$ cat config.mk
export PLATFORM = sky130hd
export DESIGN_NAME = sol_config
export DESIGN_NICKNAME = d
export VERILOG_FILES = /design/src/rtl/sol_pkg.sv /design/src/rtl/sol_config.sv
export VERILOG_INCLUDE_DIRS = /design/src /design/src/rtl
export SDC_FILE = /design/constraint.sdc
export NUM_CORES = 1
export LEC_CHECK = 0
export ABC_AREA = 0
export BUFFER_PORTS_ARGS = -buffer_cell sky130_fd_sc_hd__buf_2
export CAP_MARGIN = 10
export CORE_ASPECT_RATIO = 1.1
export CORE_UTILIZATION = 39
export DETAILED_ROUTE_END_ITERATION = 8
export HOLD_SLACK_MARGIN = 0.05
export SYNTH_ARGS = -nofsm -noshare
export SYNTH_HDL_FRONTEND = slang
export SYNTH_SLANG_ARGS = --single-unit
$ cat constraint.sdc
create_clock -name core_clk -period 4 [get_ports core_clk]
set_clock_uncertainty 0.05 [all_clocks]
set_input_delay 0.4 -clock core_clk [delete_from_list [all_inputs] [get_ports core_clk]]
set_output_delay 0.4 -clock core_clk [all_outputs]
set_load 0.02 [all_outputs]
$ cat src/rtl/sol_defines.svh
`ifndef SOL_DEFINES_SVH
`define SOL_DEFINES_SVH

// Word select codes in the low three bits
`define SOL_SEL_LSB 0
`define SOL_SEL_MSB 2
`define SOL_SEL_OUTPUT_DIV 3'h4
`define SOL_SEL_LOCK_PIN 3'h5

// Output and divider word field positions
`define SOL_FBK_BIT 23
`define SOL_RFDIV_MSB 22
`define SOL_RFDIV_LSB 20
`define SOL_BDIV_MSB 19
`define SOL_BDIV_LSB 12
`define SOL_OSC_PD_BIT 11
`define SOL_MUTE_BIT 10
`define SOL_B_SRC_BIT 9
`define SOL_B_EN_BIT 8
`define SOL_B_PWR_MSB 7
`define SOL_B_PWR_LSB 6
`define SOL_A_EN_BIT 5
`define SOL_A_PWR_MSB 4
`define SOL_A_PWR_LSB 3

// Lock pin word field positions
`define SOL_LPM_MSB 22
`define SOL_LPM_LSB 21

// Reset values
`define SOL_RST_FBK 1'b1
`define SOL_RST_RFDIV 3'h0
`define SOL_RST_BDIV 8'h01
`define SOL_RST_PWR 2'h2
`define SOL_RST_LPM 2'h1

// Encodings
`define SOL_RFDIV_RESERVED 3'h7
`define SOL_LPM_DIGITAL 2'h1
`define SOL_LPM_HIGH 2'h3

// Serial word length and band clock ceiling
`define SOL_WORD_BITS 6'd32
`define SOL_BAND_CLK_MAX_KHZ 125

`endif

$ cat src/rtl/sol_pkg.sv
package sol_pkg;

  // Decoded output and divider configuration
  typedef struct packed {
    logic feedback_source_sel;
    logic [2:0] output_divider_code;
    logic [7:0] band_clock_divisor;
    logic oscillator_powerdown;
    logic mute_until_locked;
    logic second_out_source_sel;
    logic second_out_enable;
    logic [1:0] second_out_power;
    logic first_out_enable;
    logic [1:0] first_out_power;
  } sol_out_cfg_type;

  // Serial receiver state
  typedef struct packed {
    logic [31:0] shift;
    logic [5:0] count;
    logic sclk_prev;
    logic le_prev;
  } sol_rx_type;

endpackage : sol_pkg

$ cat src/rtl/sol_config.sv
// What this block does
// - Select 100 targets output divider word
// - Select 101 targets lock pin word only
// - D23 feedback source, default fundamental
// - D22..D20 output divider, 111 reserved
// - D19..D12 band divisor, zero not allowed
// - Band logic clock is reference tick divided
// - D11 powers down oscillator, default zero
// - D10 mutes outputs until lock detected
// - D9 selects second output source
// - D8 enables second output, needs first
// - D5 clear disables both outputs
// - Two power fields, default code 10
// - Lock pin mode: low, lock, high
// - Lock indicator reflects loop lock judgement
`timescale 1ns/1ps
`default_nettype none
`include "sol_defines.svh"

module sol_config (
  input wire logic core_clk,
  input wire logic resetn,
  input wire logic clk_en,
  input wire logic spi_clk,
  input wire logic spi_data,
  input wire logic spi_le,
  input wire logic ref_tick,
  input wire logic lock_detected,
  output sol_pkg::sol_out_cfg_type out_cfg_r,
  output logic first_out_oe_r,
  output logic second_out_oe_r,
  output logic band_clk_tick_r,
  output logic lock_pin_r
);

  // ==========================================================
  // Serial word receiver
  // ==========================================================

  sol_pkg::sol_rx_type rx_r; // Shift register, bit count, edge history
  sol_pkg::sol_rx_type rx_nxt;
  logic sclk_rise; // Rising edge of serial clock
  logic le_rise; // Rising edge of latch enable
  logic word_done; // Complete word latched this cycle
  logic [2:0] word_sel; // Select field of the latched word

  assign sclk_rise = spi_clk && !rx_r.sclk_prev;
  assign le_rise = spi_le && !rx_r.le_prev;
  assign word_done = le_rise && (rx_r.count == `SOL_WORD_BITS);
  assign word_sel = rx_r.shift[`SOL_SEL_MSB:`SOL_SEL_LSB];

  // Next receiver state: shift MSB first, count saturates
  always_comb begin
    rx_nxt = rx_r;
    rx_nxt.sclk_prev = spi_clk;
    rx_nxt.le_prev = spi_le;
    if (le_rise) begin
      // Latch closes the word, next word starts from zero
      rx_nxt.count = 6'd0;
    end else if (sclk_rise && !spi_le) begin
      rx_nxt.shift = {rx_r.shift[30:0], spi_data};
      if (rx_r.count != 6'd63) begin
        rx_nxt.count = rx_r.count + 6'd1;
      end
    end
  end

  // Receiver registers
  always_ff @(posedge core_clk) begin
    if (!resetn) begin
      rx_r <= '0;
    end else if (clk_en) begin
      rx_r <= rx_nxt;
    end
  end

  // ==========================================================
  // Configuration words
  // ==========================================================

  sol_pkg::sol_out_cfg_type cfg_nxt;
  logic [1:0] lock_mode_r; // Lock pin mode
  logic [1:0] lock_mode_nxt;
  logic [31:0] w; // Word being applied

  assign w = rx_r.shift;

  // Decode a completed word into the selected register
  always_comb begin
    cfg_nxt = out_cfg_r;
    lock_mode_nxt = lock_mode_r;
    if (word_done && word_sel == `SOL_SEL_OUTPUT_DIV) begin
      // Bits 31..24 are reserved and dropped
      cfg_nxt.feedback_source_sel = w[`SOL_FBK_BIT];
      if (w[`SOL_RFDIV_MSB:`SOL_RFDIV_LSB] != `SOL_RFDIV_RESERVED) begin
        // Reserved ratio code keeps the previous ratio
        cfg_nxt.output_divider_code = w[`SOL_RFDIV_MSB:`SOL_RFDIV_LSB];
      end
      if (w[`SOL_BDIV_MSB:`SOL_BDIV_LSB] != 8'h00) begin
        // Zero divisor is refused, previous divisor stays
        cfg_nxt.band_clock_divisor = w[`SOL_BDIV_MSB:`SOL_BDIV_LSB];
      end
      cfg_nxt.oscillator_powerdown = w[`SOL_OSC_PD_BIT];
      cfg_nxt.mute_until_locked = w[`SOL_MUTE_BIT];
      cfg_nxt.second_out_source_sel = w[`SOL_B_SRC_BIT];
      cfg_nxt.second_out_enable = w[`SOL_B_EN_BIT];
      cfg_nxt.second_out_power = w[`SOL_B_PWR_MSB:`SOL_B_PWR_LSB];
      cfg_nxt.first_out_enable = w[`SOL_A_EN_BIT];
      cfg_nxt.first_out_power = w[`SOL_A_PWR_MSB:`SOL_A_PWR_LSB];
    end else if (word_done && word_sel == `SOL_SEL_LOCK_PIN) begin
      // Bits 19 and 20 are the host's duty and not checked
      lock_mode_nxt = w[`SOL_LPM_MSB:`SOL_LPM_LSB];
    end
  end

  // Configuration registers with documented defaults
  always_ff @(posedge core_clk) begin
    if (!resetn) begin
      out_cfg_r.feedback_source_sel <= `SOL_RST_FBK;
      out_cfg_r.output_divider_code <= `SOL_RST_RFDIV;
      out_cfg_r.band_clock_divisor <= `SOL_RST_BDIV;
      out_cfg_r.oscillator_powerdown <= 1'b0;
      out_cfg_r.mute_until_locked <= 1'b0;
      out_cfg_r.second_out_source_sel <= 1'b0;
      out_cfg_r.second_out_enable <= 1'b0;
      out_cfg_r.second_out_power <= `SOL_RST_PWR;
      out_cfg_r.first_out_enable <= 1'b0;
      out_cfg_r.first_out_power <= `SOL_RST_PWR;
      lock_mode_r <= `SOL_RST_LPM;
    end else if (clk_en) begin
      out_cfg_r <= cfg_nxt;
      lock_mode_r <= lock_mode_nxt;
    end
  end

  // ==========================================================
  // Output gating and lock pin
  // ==========================================================

  logic muted; // Outputs held off waiting for lock
  logic first_oe_nxt;
  logic second_oe_nxt;
  logic lock_pin_nxt;

  // Enables follow the registered configuration and lock level
  always_comb begin
    muted = out_cfg_r.mute_until_locked && !lock_detected;
    first_oe_nxt = out_cfg_r.first_out_enable && !muted;
    second_oe_nxt = out_cfg_r.second_out_enable && out_cfg_r.first_out_enable && !muted;
    unique case (lock_mode_r)
      `SOL_LPM_DIGITAL: lock_pin_nxt = lock_detected;
      `SOL_LPM_HIGH: lock_pin_nxt = 1'b1;
      default: lock_pin_nxt = 1'b0;
    endcase
  end

  // Output enable and lock pin registers
  always_ff @(posedge core_clk) begin
    if (!resetn) begin
      first_out_oe_r <= 1'b0;
      second_out_oe_r <= 1'b0;
      lock_pin_r <= 1'b0;
    end else if (clk_en) begin
      first_out_oe_r <= first_oe_nxt;
      second_out_oe_r <= second_oe_nxt;
      lock_pin_r <= lock_pin_nxt;
    end
  end

  // ==========================================================
  // Band select clock divider
  // ==========================================================

  logic [7:0] band_cnt_r; // Reference ticks since last band tick
  logic [7:0] band_cnt_nxt;
  logic band_tick_nxt;

  // One band tick per divisor reference ticks
  always_comb begin
    band_cnt_nxt = band_cnt_r;
    band_tick_nxt = 1'b0;
    if (ref_tick) begin
      if (band_cnt_r >= out_cfg_r.band_clock_divisor - 8'd1) begin
        band_cnt_nxt = 8'd0;
        band_tick_nxt = 1'b1;
      end else begin
        band_cnt_nxt = band_cnt_r + 8'd1;
      end
    end
  end

  // Divider registers
  always_ff @(posedge core_clk) begin
    if (!resetn) begin
      band_cnt_r <= 8'd0;
      band_clk_tick_r <= 1'b0;
    end else if (clk_en) begin
      band_cnt_r <= band_cnt_nxt;
      band_clk_tick_r <= band_tick_nxt;
    end
  end
endmodule : sol_config

`default_nettype wire

==> run summary, run 1 <==
Worst slew margin - 0.2962
reg2reg start - out_cfg_r[11]
Critical R2R Capture - band_cnt_r[5]
Slew Limit Fails - 0
Core ar. - 7515 um2
Core Rows - 33
Startpoint Class - register
Synth async-reset ratio - 0
clk_lat worst skew - 0.33 ns
global-route wire length before repair - 10390 um
dpl hpwl - 4107 um
number of synthesized register bits - 67
TNS Setup - 0 ns
Seq/Total Area, Yosys - 0.4410
post-DR wirelength/cell - 12.56 um
CP required - 4.18 ns
worst-margin pin slew - 1.056 ns
WHS Endpoint - w[0]
CTS Buf Count - 9
Seq. cell area - 1341 um2
worst endpoint data arrival time - 2.84 ns
sequential share of power - 0.526
Max FO, Critical Path - 11
DP Worst Slack - 1.358 ns
vias in the first global route - 2247
DRC errors left - 0
DIE HEIGHT - 94.62 um
# IOs - 33
worst-case vdd ir drop - 145.8 uV
via count - 2453
fin area - 3467 um2
post-synth top area share - 0.4410
share of cells above drive strength 1 - 0.1506
ANT cells - 0
Routed Wire Length - 6156 um
multi-input logic area - 1590 um2
Initial Utilization - 0.4048
met3 usage - 0.03759
minimum clock period - 2.656 ns
CTS Hold Bufs - 0
Avg Inst Size Synth - 8.592 um2
# fillers - 779
Port Buf Inserts - 32
top cell type by total area after synthesis - dfxtp_1
RSZ-0062 raised after global routing - false
f_max - 0.3766 GHz
CP Capture Type - register
FF-to-FF setup slack - 1.34 ns
final worst-path cycle share - 0.6639
nets@finish - 400
grt met1 use - 0.2132
Top Usage Layer GRT - met2
Net Switching - 286.1 uW
die area - 8156 um2
initial DRC count - 147
combinational group share of total power - 0.036
largest net degree at the start of global routing - 72
ranking of synthesized cells by area - dfxtp_1, nand2_1, a21boi_0
post_cts resized - 0
final setup fails - 0
All-Layer GR Usage - 0.1639
hold path start - spi_data
Post-CTS Setup Inserts - 0
leakage power - 1.301 nW
HP Class - primary input to register
clock-pin transition on the worst setup and hold timing paths - 0.07 ns
synth warn - 0
Cell Area, Synth - 3042 um2
CTS HTree Levels - 3
Die X - 86.20 um
area growth from synthesis to layout - 13.99%
TritonCTS clock tree - done
switching share of power - 0.2238
power per cell area - 368.6 nW/um2
max_cap viols - 0
Yosys cell types - 47
critical path class - register to register
cell internal pwr - 991.9 uW
start point of the critical path - out_cfg_r[11]
cell count after synthesis - 354
Root Driver - clkbuf_8
Clock power frac - 0.438
met2 GRT Util - 0.2533
CTS Sinks - 67
hold slack - 0.2760 ns
FF-to-FF path depth - 9
Fin. Hold Viols - 0
DRT antenna net count - 0
initial antenna violation count - 0
gr ovfl total - 0
outcome - finished clean
final worst setup slack - 1.344 ns
Hold Path Depth - 3
post-placement cell area - 3272 um2
Clock Path Buffers - 2
EDFF count, synth - 0
main flop type after synthesis - dfxtp_1
TritonRoute pass-1 iters - 4
Via density - 5.006
Post-Syn Nets - 374
GP Congestion - 0.7599
==> state kept, by name (all words and copies together) (netlist names) <==
signal and cells:
band_cnt_r 8, band_clk_tick_r 1, lock_mode_r 2, first_out_oe_r 1, second_out_oe_r 1, lock_pin_r 1, rx_r 8, out_cfg_r 21
w 24
==> layout make-up <==
class | instances | share of cell area
timing repair buffer | 35 | 0.05269
sequential | 67 | 0.3869
clock buffer | 12 | 0.04186
tap | 105 | 0.03789
inverter | 7 | 0.007578
multi-input combinational | 260 | 0.4587
clock inverter | 4 | 0.01444
==> layout by cell type (no fill, tap or decap), types with 4 or more instances in the layout <==
cell type	count
clkbuf_8	10
nor2b_1	4
a21boi_1	6
nor2_1	8
and3_1	4
nand4_1	5
nand3_1	14
inv_1	7
a21oi_1	5
mux2i_1	4
nand2_1	102
buf_2	32
dfxtp_1	67
nor4_1	4
nand2b_1	5
a21boi_0	37
ha_1	12
xor2_1	8
==> cells in the mapped netlist, drive strengths merged, types with 2 or more instances <==
cell / count
nand2: 103
a21oi: 5
nor4: 5
xor2: 8
clkbuf: 16
nand4: 5
and2: 3
xnor2: 3
mux2i: 4
o221a: 3
nor3: 3
o21ai: 3
nor2: 8
buf: 3
o31ai: 3
and3: 6
dfxtp: 67
a21boi: 43
inv: 7
a41oi: 3
nor2b: 4
nand2b: 5
o21a: 2
nand3: 14
ha: 12
==> critical path, cell delays in order, from the launching register on <==
cell and delay [ns]:
dfxtp_1 0.36, nor2_1 0.14, nor4b_1 0.33, xnor2_1 0.19, ha_1 0.27, a21oi_1 0.15, o21a_1 0.13, o41a_1 0.41
nand4_1 0.23, o31ai_1 0.29
==> how the worst max path moves through the flow <==
stage / endpoint / slack (ns) / cells past startpoint
after CTS: band_cnt_r[5] / 1.34 / 9
final: band_cnt_r[5] / 1.34 / 9
after global placement: band_cnt_r[4] / 1.49 / 9
after global routing: band_cnt_r[5] / 1.08 / 9
after detailed placement: band_cnt_r[5] / 1.36 / 9
after floorplan: band_cnt_r[3] / 1.62 / 10
==> power groups by stage <==
stage	logic, mW	clock network, mW	registers, mW
after floorplan	0.0305	0	0.688
after global placement	0.0459	0	0.688
after detailed placement	0.0458	0	0.688
after CTS	0.0460	0.575	0.672
after global routing	0.0499	0.609	0.673
final	0.0455	0.560	0.673
==> logic make-up (layout without fill, tap and decap cells) <==
logic type | Yosys count | count (layout) | synth area share
compound gates | 70 | 70 | 0.1728
xor+xnor | 11 | 11 | 0.03168
fa+ha+maj | 12 | 12 | 0.04936
buf+inv | 27 | 58 | 0.04113
flops | 67 | 67 | 0.4410
mux | 4 | 4 | 0.01316
simple gates | 163 | 163 | 0.2509
==> stage by stage <==
| stage | utilization | total power [mW] | std cells |
|---|---|---|---|
| 4_1_cts | 0.4614 | 1.294 | 490 |
| 6_report | 0.4614 | 1.278 | 490 |
| 5_1_grt | 0.4614 | 1.331 | 490 |
| 3_5_place_dp | 0.4354 | 0.7339 | 474 |
| 3_3_place_gp | 0.4354 | 0.7340 | 474 |
| 2_1_floorplan | - | 0.7187 | 354 |
==> layer usage <==
| metal | up-vias | share of wire |
|---|---|---|
| met1 | 1130 | 0.50 |
| li1 | 1267 | - |
| met5 | - | 0 |
| met4 | 0 | 0.020 |
| met2 | 44 | 0.44 |
| met3 | 12 | 0.038 |
Note: power is estimated with default switching activity, not from simulation.
==> run 2: changes to the inputs <==
- clock period: 4 -> 2.8 ns (I/O delays scaled with it)
==> run 2 against run 1 <==
Compared with the run above: total power rose by 43%; via count fell by 0.45%; global-route usage rose by 0.083 points; die area did not move; register-to-register slack got worse by 1.0 ns; flip-flop and latch count did not move; non-clock buffer count rose by 4.
==> run summary, run 2 (synthesized netlist as in run 1, its figures left out) <==
TritonRoute pass-1 iters - 4 (unchanged)
f_max - 0.4007 GHz (was 0.3766 GHz)
gr ovfl total - 0 (unchanged)
nets@finish - 404 (was 400)
Max FO, Critical Path - 11 (unchanged)
Initial Utilization - 0.4048 (unchanged)
sequential share of power - 0.527 (was 0.526)
Post-CTS Setup Inserts - 0 (unchanged)
Fin. Hold Viols - 0 (unchanged)
area growth from synthesis to layout - 14.97% (was 13.99%)
Root Driver - clkbuf_8 (unchanged)
clk_lat worst skew - 0.33 ns (about the same)
multi-input logic area - 1592 um2 (was 1590 um2)
CTS Hold Bufs - 0 (unchanged)
DIE HEIGHT - 94.62 um (unchanged)
outcome - finished clean (unchanged)
via count - 2442 (was 2453)
final worst setup slack - 0.3043 ns (was 1.344 ns)
DRC errors left - 0 (unchanged)
minimum clock period - 2.496 ns (was 2.656 ns)
die area - 8156 um2 (unchanged)
HP Class - primary input to register (unchanged)
GP Congestion - 0.8048 (was 0.7599)
Die X - 86.20 um (unchanged)
vias in the first global route - 2266 (was 2247)
cell internal pwr - 1.438 mW (was 991.9 uW)
post-DR wirelength/cell - 12.48 um (was 12.56 um)
DP Worst Slack - 0.1542 ns (was 1.358 ns)
final setup fails - 0 (unchanged)
TNS Setup - 0 ns (unchanged)
dpl hpwl - 4230 um (was 4107 um)
TritonCTS clock tree - done (unchanged)
commonest non-fill, non-tap cell in the layout - nand2_1 (unchanged)
DRT antenna net count - 0 (unchanged)
leakage power - 1.329 nW (was 1.301 nW)
ANT cells - 0 (unchanged)
Clock Path Buffers - 2 (unchanged)
clock-pin transition on the worst setup and hold timing paths - 0.07 ns (about the same)
Net Switching - 386.3 uW (was 286.1 uW)
Largest register FFs - 24 (unchanged)
initial antenna violation count - 0 (unchanged)
Startpoint Class - register (unchanged)
global-route wire length before repair - 10560 um (was 10390 um)
Core Rows - 33 (unchanged)
Via density - 4.953 (was 5.006)
switching share of power - 0.2117 (was 0.2238)
Core ar. - 7515 um2 (unchanged)
Clock power frac - 0.437 (was 0.438)
largest net degree at the start of global routing - 39 (was 72)
Routed Wire Length - 6152 um (was 6156 um)
CP Capture Type - register (unchanged)
Port Buf Inserts - 32 (unchanged)
worst-case vdd ir drop - 287.2 uV (was 145.8 uV)
power per cell area - 521.7 nW/um2 (was 368.6 nW/um2)
# fillers - 764 (was 779)
Worst slew margin - 0.5935 (was 0.2962)
CP required - 2.99 ns (was 4.18 ns)
CTS HTree Levels - 3 (unchanged)
CTS Sinks - 67 (unchanged)
max_cap viols - 0 (unchanged)
commonest cells after routing, fill and taps aside - nand2_1, dfxtp_1, a21boi_0 (unchanged)
Seq. cell area - 1341 um2 (unchanged)
share of cells above drive strength 1 - 0.1598 (was 0.1506)
All-Layer GR Usage - 0.1647 (was 0.1639)
combinational group share of total power - 0.036 (about the same)
worst endpoint data arrival time - 2.69 ns (was 2.84 ns)
worst-margin pin slew - 0.6069 ns (was 1.056 ns)
final worst-path cycle share - 0.8913 (was 0.6639)
# IOs - 33 (unchanged)
CTS Buf Count - 9 (unchanged)
initial DRC count - 71 (was 147)
critical path class - register to register (unchanged)
Slew Limit Fails - 0 (unchanged)
RSZ-0062 raised after global routing - false (unchanged)
-- run 2: worst paths after layout --
check | from | endpoint | slack, ns | depth (start not counted)
worst min-delay path | spi_data | w[0] | 0.16 | 3
worst min register to register | out_cfg_r[0] | out_cfg_r[0] | 0.41 | 2
worst max register to register | out_cfg_r[11] | band_cnt_r[4] | 0.30 | 9
worst max-delay path | out_cfg_r[11] | band_cnt_r[4] | 0.30 | 9
-- run 2: repair_timing --
action,4_1_cts,5_1_grt
hold endpoints to repair,0,0
gates resized for setup,0,1
endpoints found under the setup margin,0,4
-- run 2: layout make-up --
type,instances,area share
multi-input combinational,260,0.4551
sequential,67,0.3835
timing repair buffer,39,0.06082
clock buffer,13,0.04544
tap,105,0.03757
clock inverter,2,0.01002
inverter,7,0.007513
-- run 2: power by group through the flow --
stage | Clock [mW] | Combinational, mW | Sequential, mW
after floorplan | 0 | 0.0436 | 0.983
after global placement | 0 | 0.0675 | 0.983
after detailed placement | 0 | 0.0673 | 0.983
after CTS | 0.826 | 0.0674 | 0.961
after global routing | 0.868 | 0.0735 | 0.961
final | 0.797 | 0.0663 | 0.961
-- run 2: critical path, stage by stage (launching register included) --
cell and delay [ns]:
dfxtp_1 0.36, nor4_1 0.41, nand2_1 0.11, xor2_1 0.16, ha_1 0.29, a21oi_1 0.16, o21a_1 0.13, o41a_2 0.26
nand4_1 0.22, o31ai_1 0.25
-- run 2: stage by stage --
step,total power [mW],instance area [um2],std cells,hold slack (ns),util
CTS,1.854,3496,493,0.1442,0.4652
global placement,1.050,3302,478,0.3940,0.4394
finish,1.824,3497,493,0.1578,0.4654
floorplan,1.027,3042,354,0.3749,-
global route,1.903,3497,493,0.1709,0.4654
detailed placement,1.050,3302,478,0.3995,0.4394
-- run 2: routing by layer --
| metal | GRT usage | wire [um] |
|---|---|---|
| met1 | 0.2157 | 3175 |
| met2 | 0.2626 | 2745 |
| met5 | 0 | 0 |
| met4 | 0.07083 | 106 |
| met3 | 0.03409 | 125 |
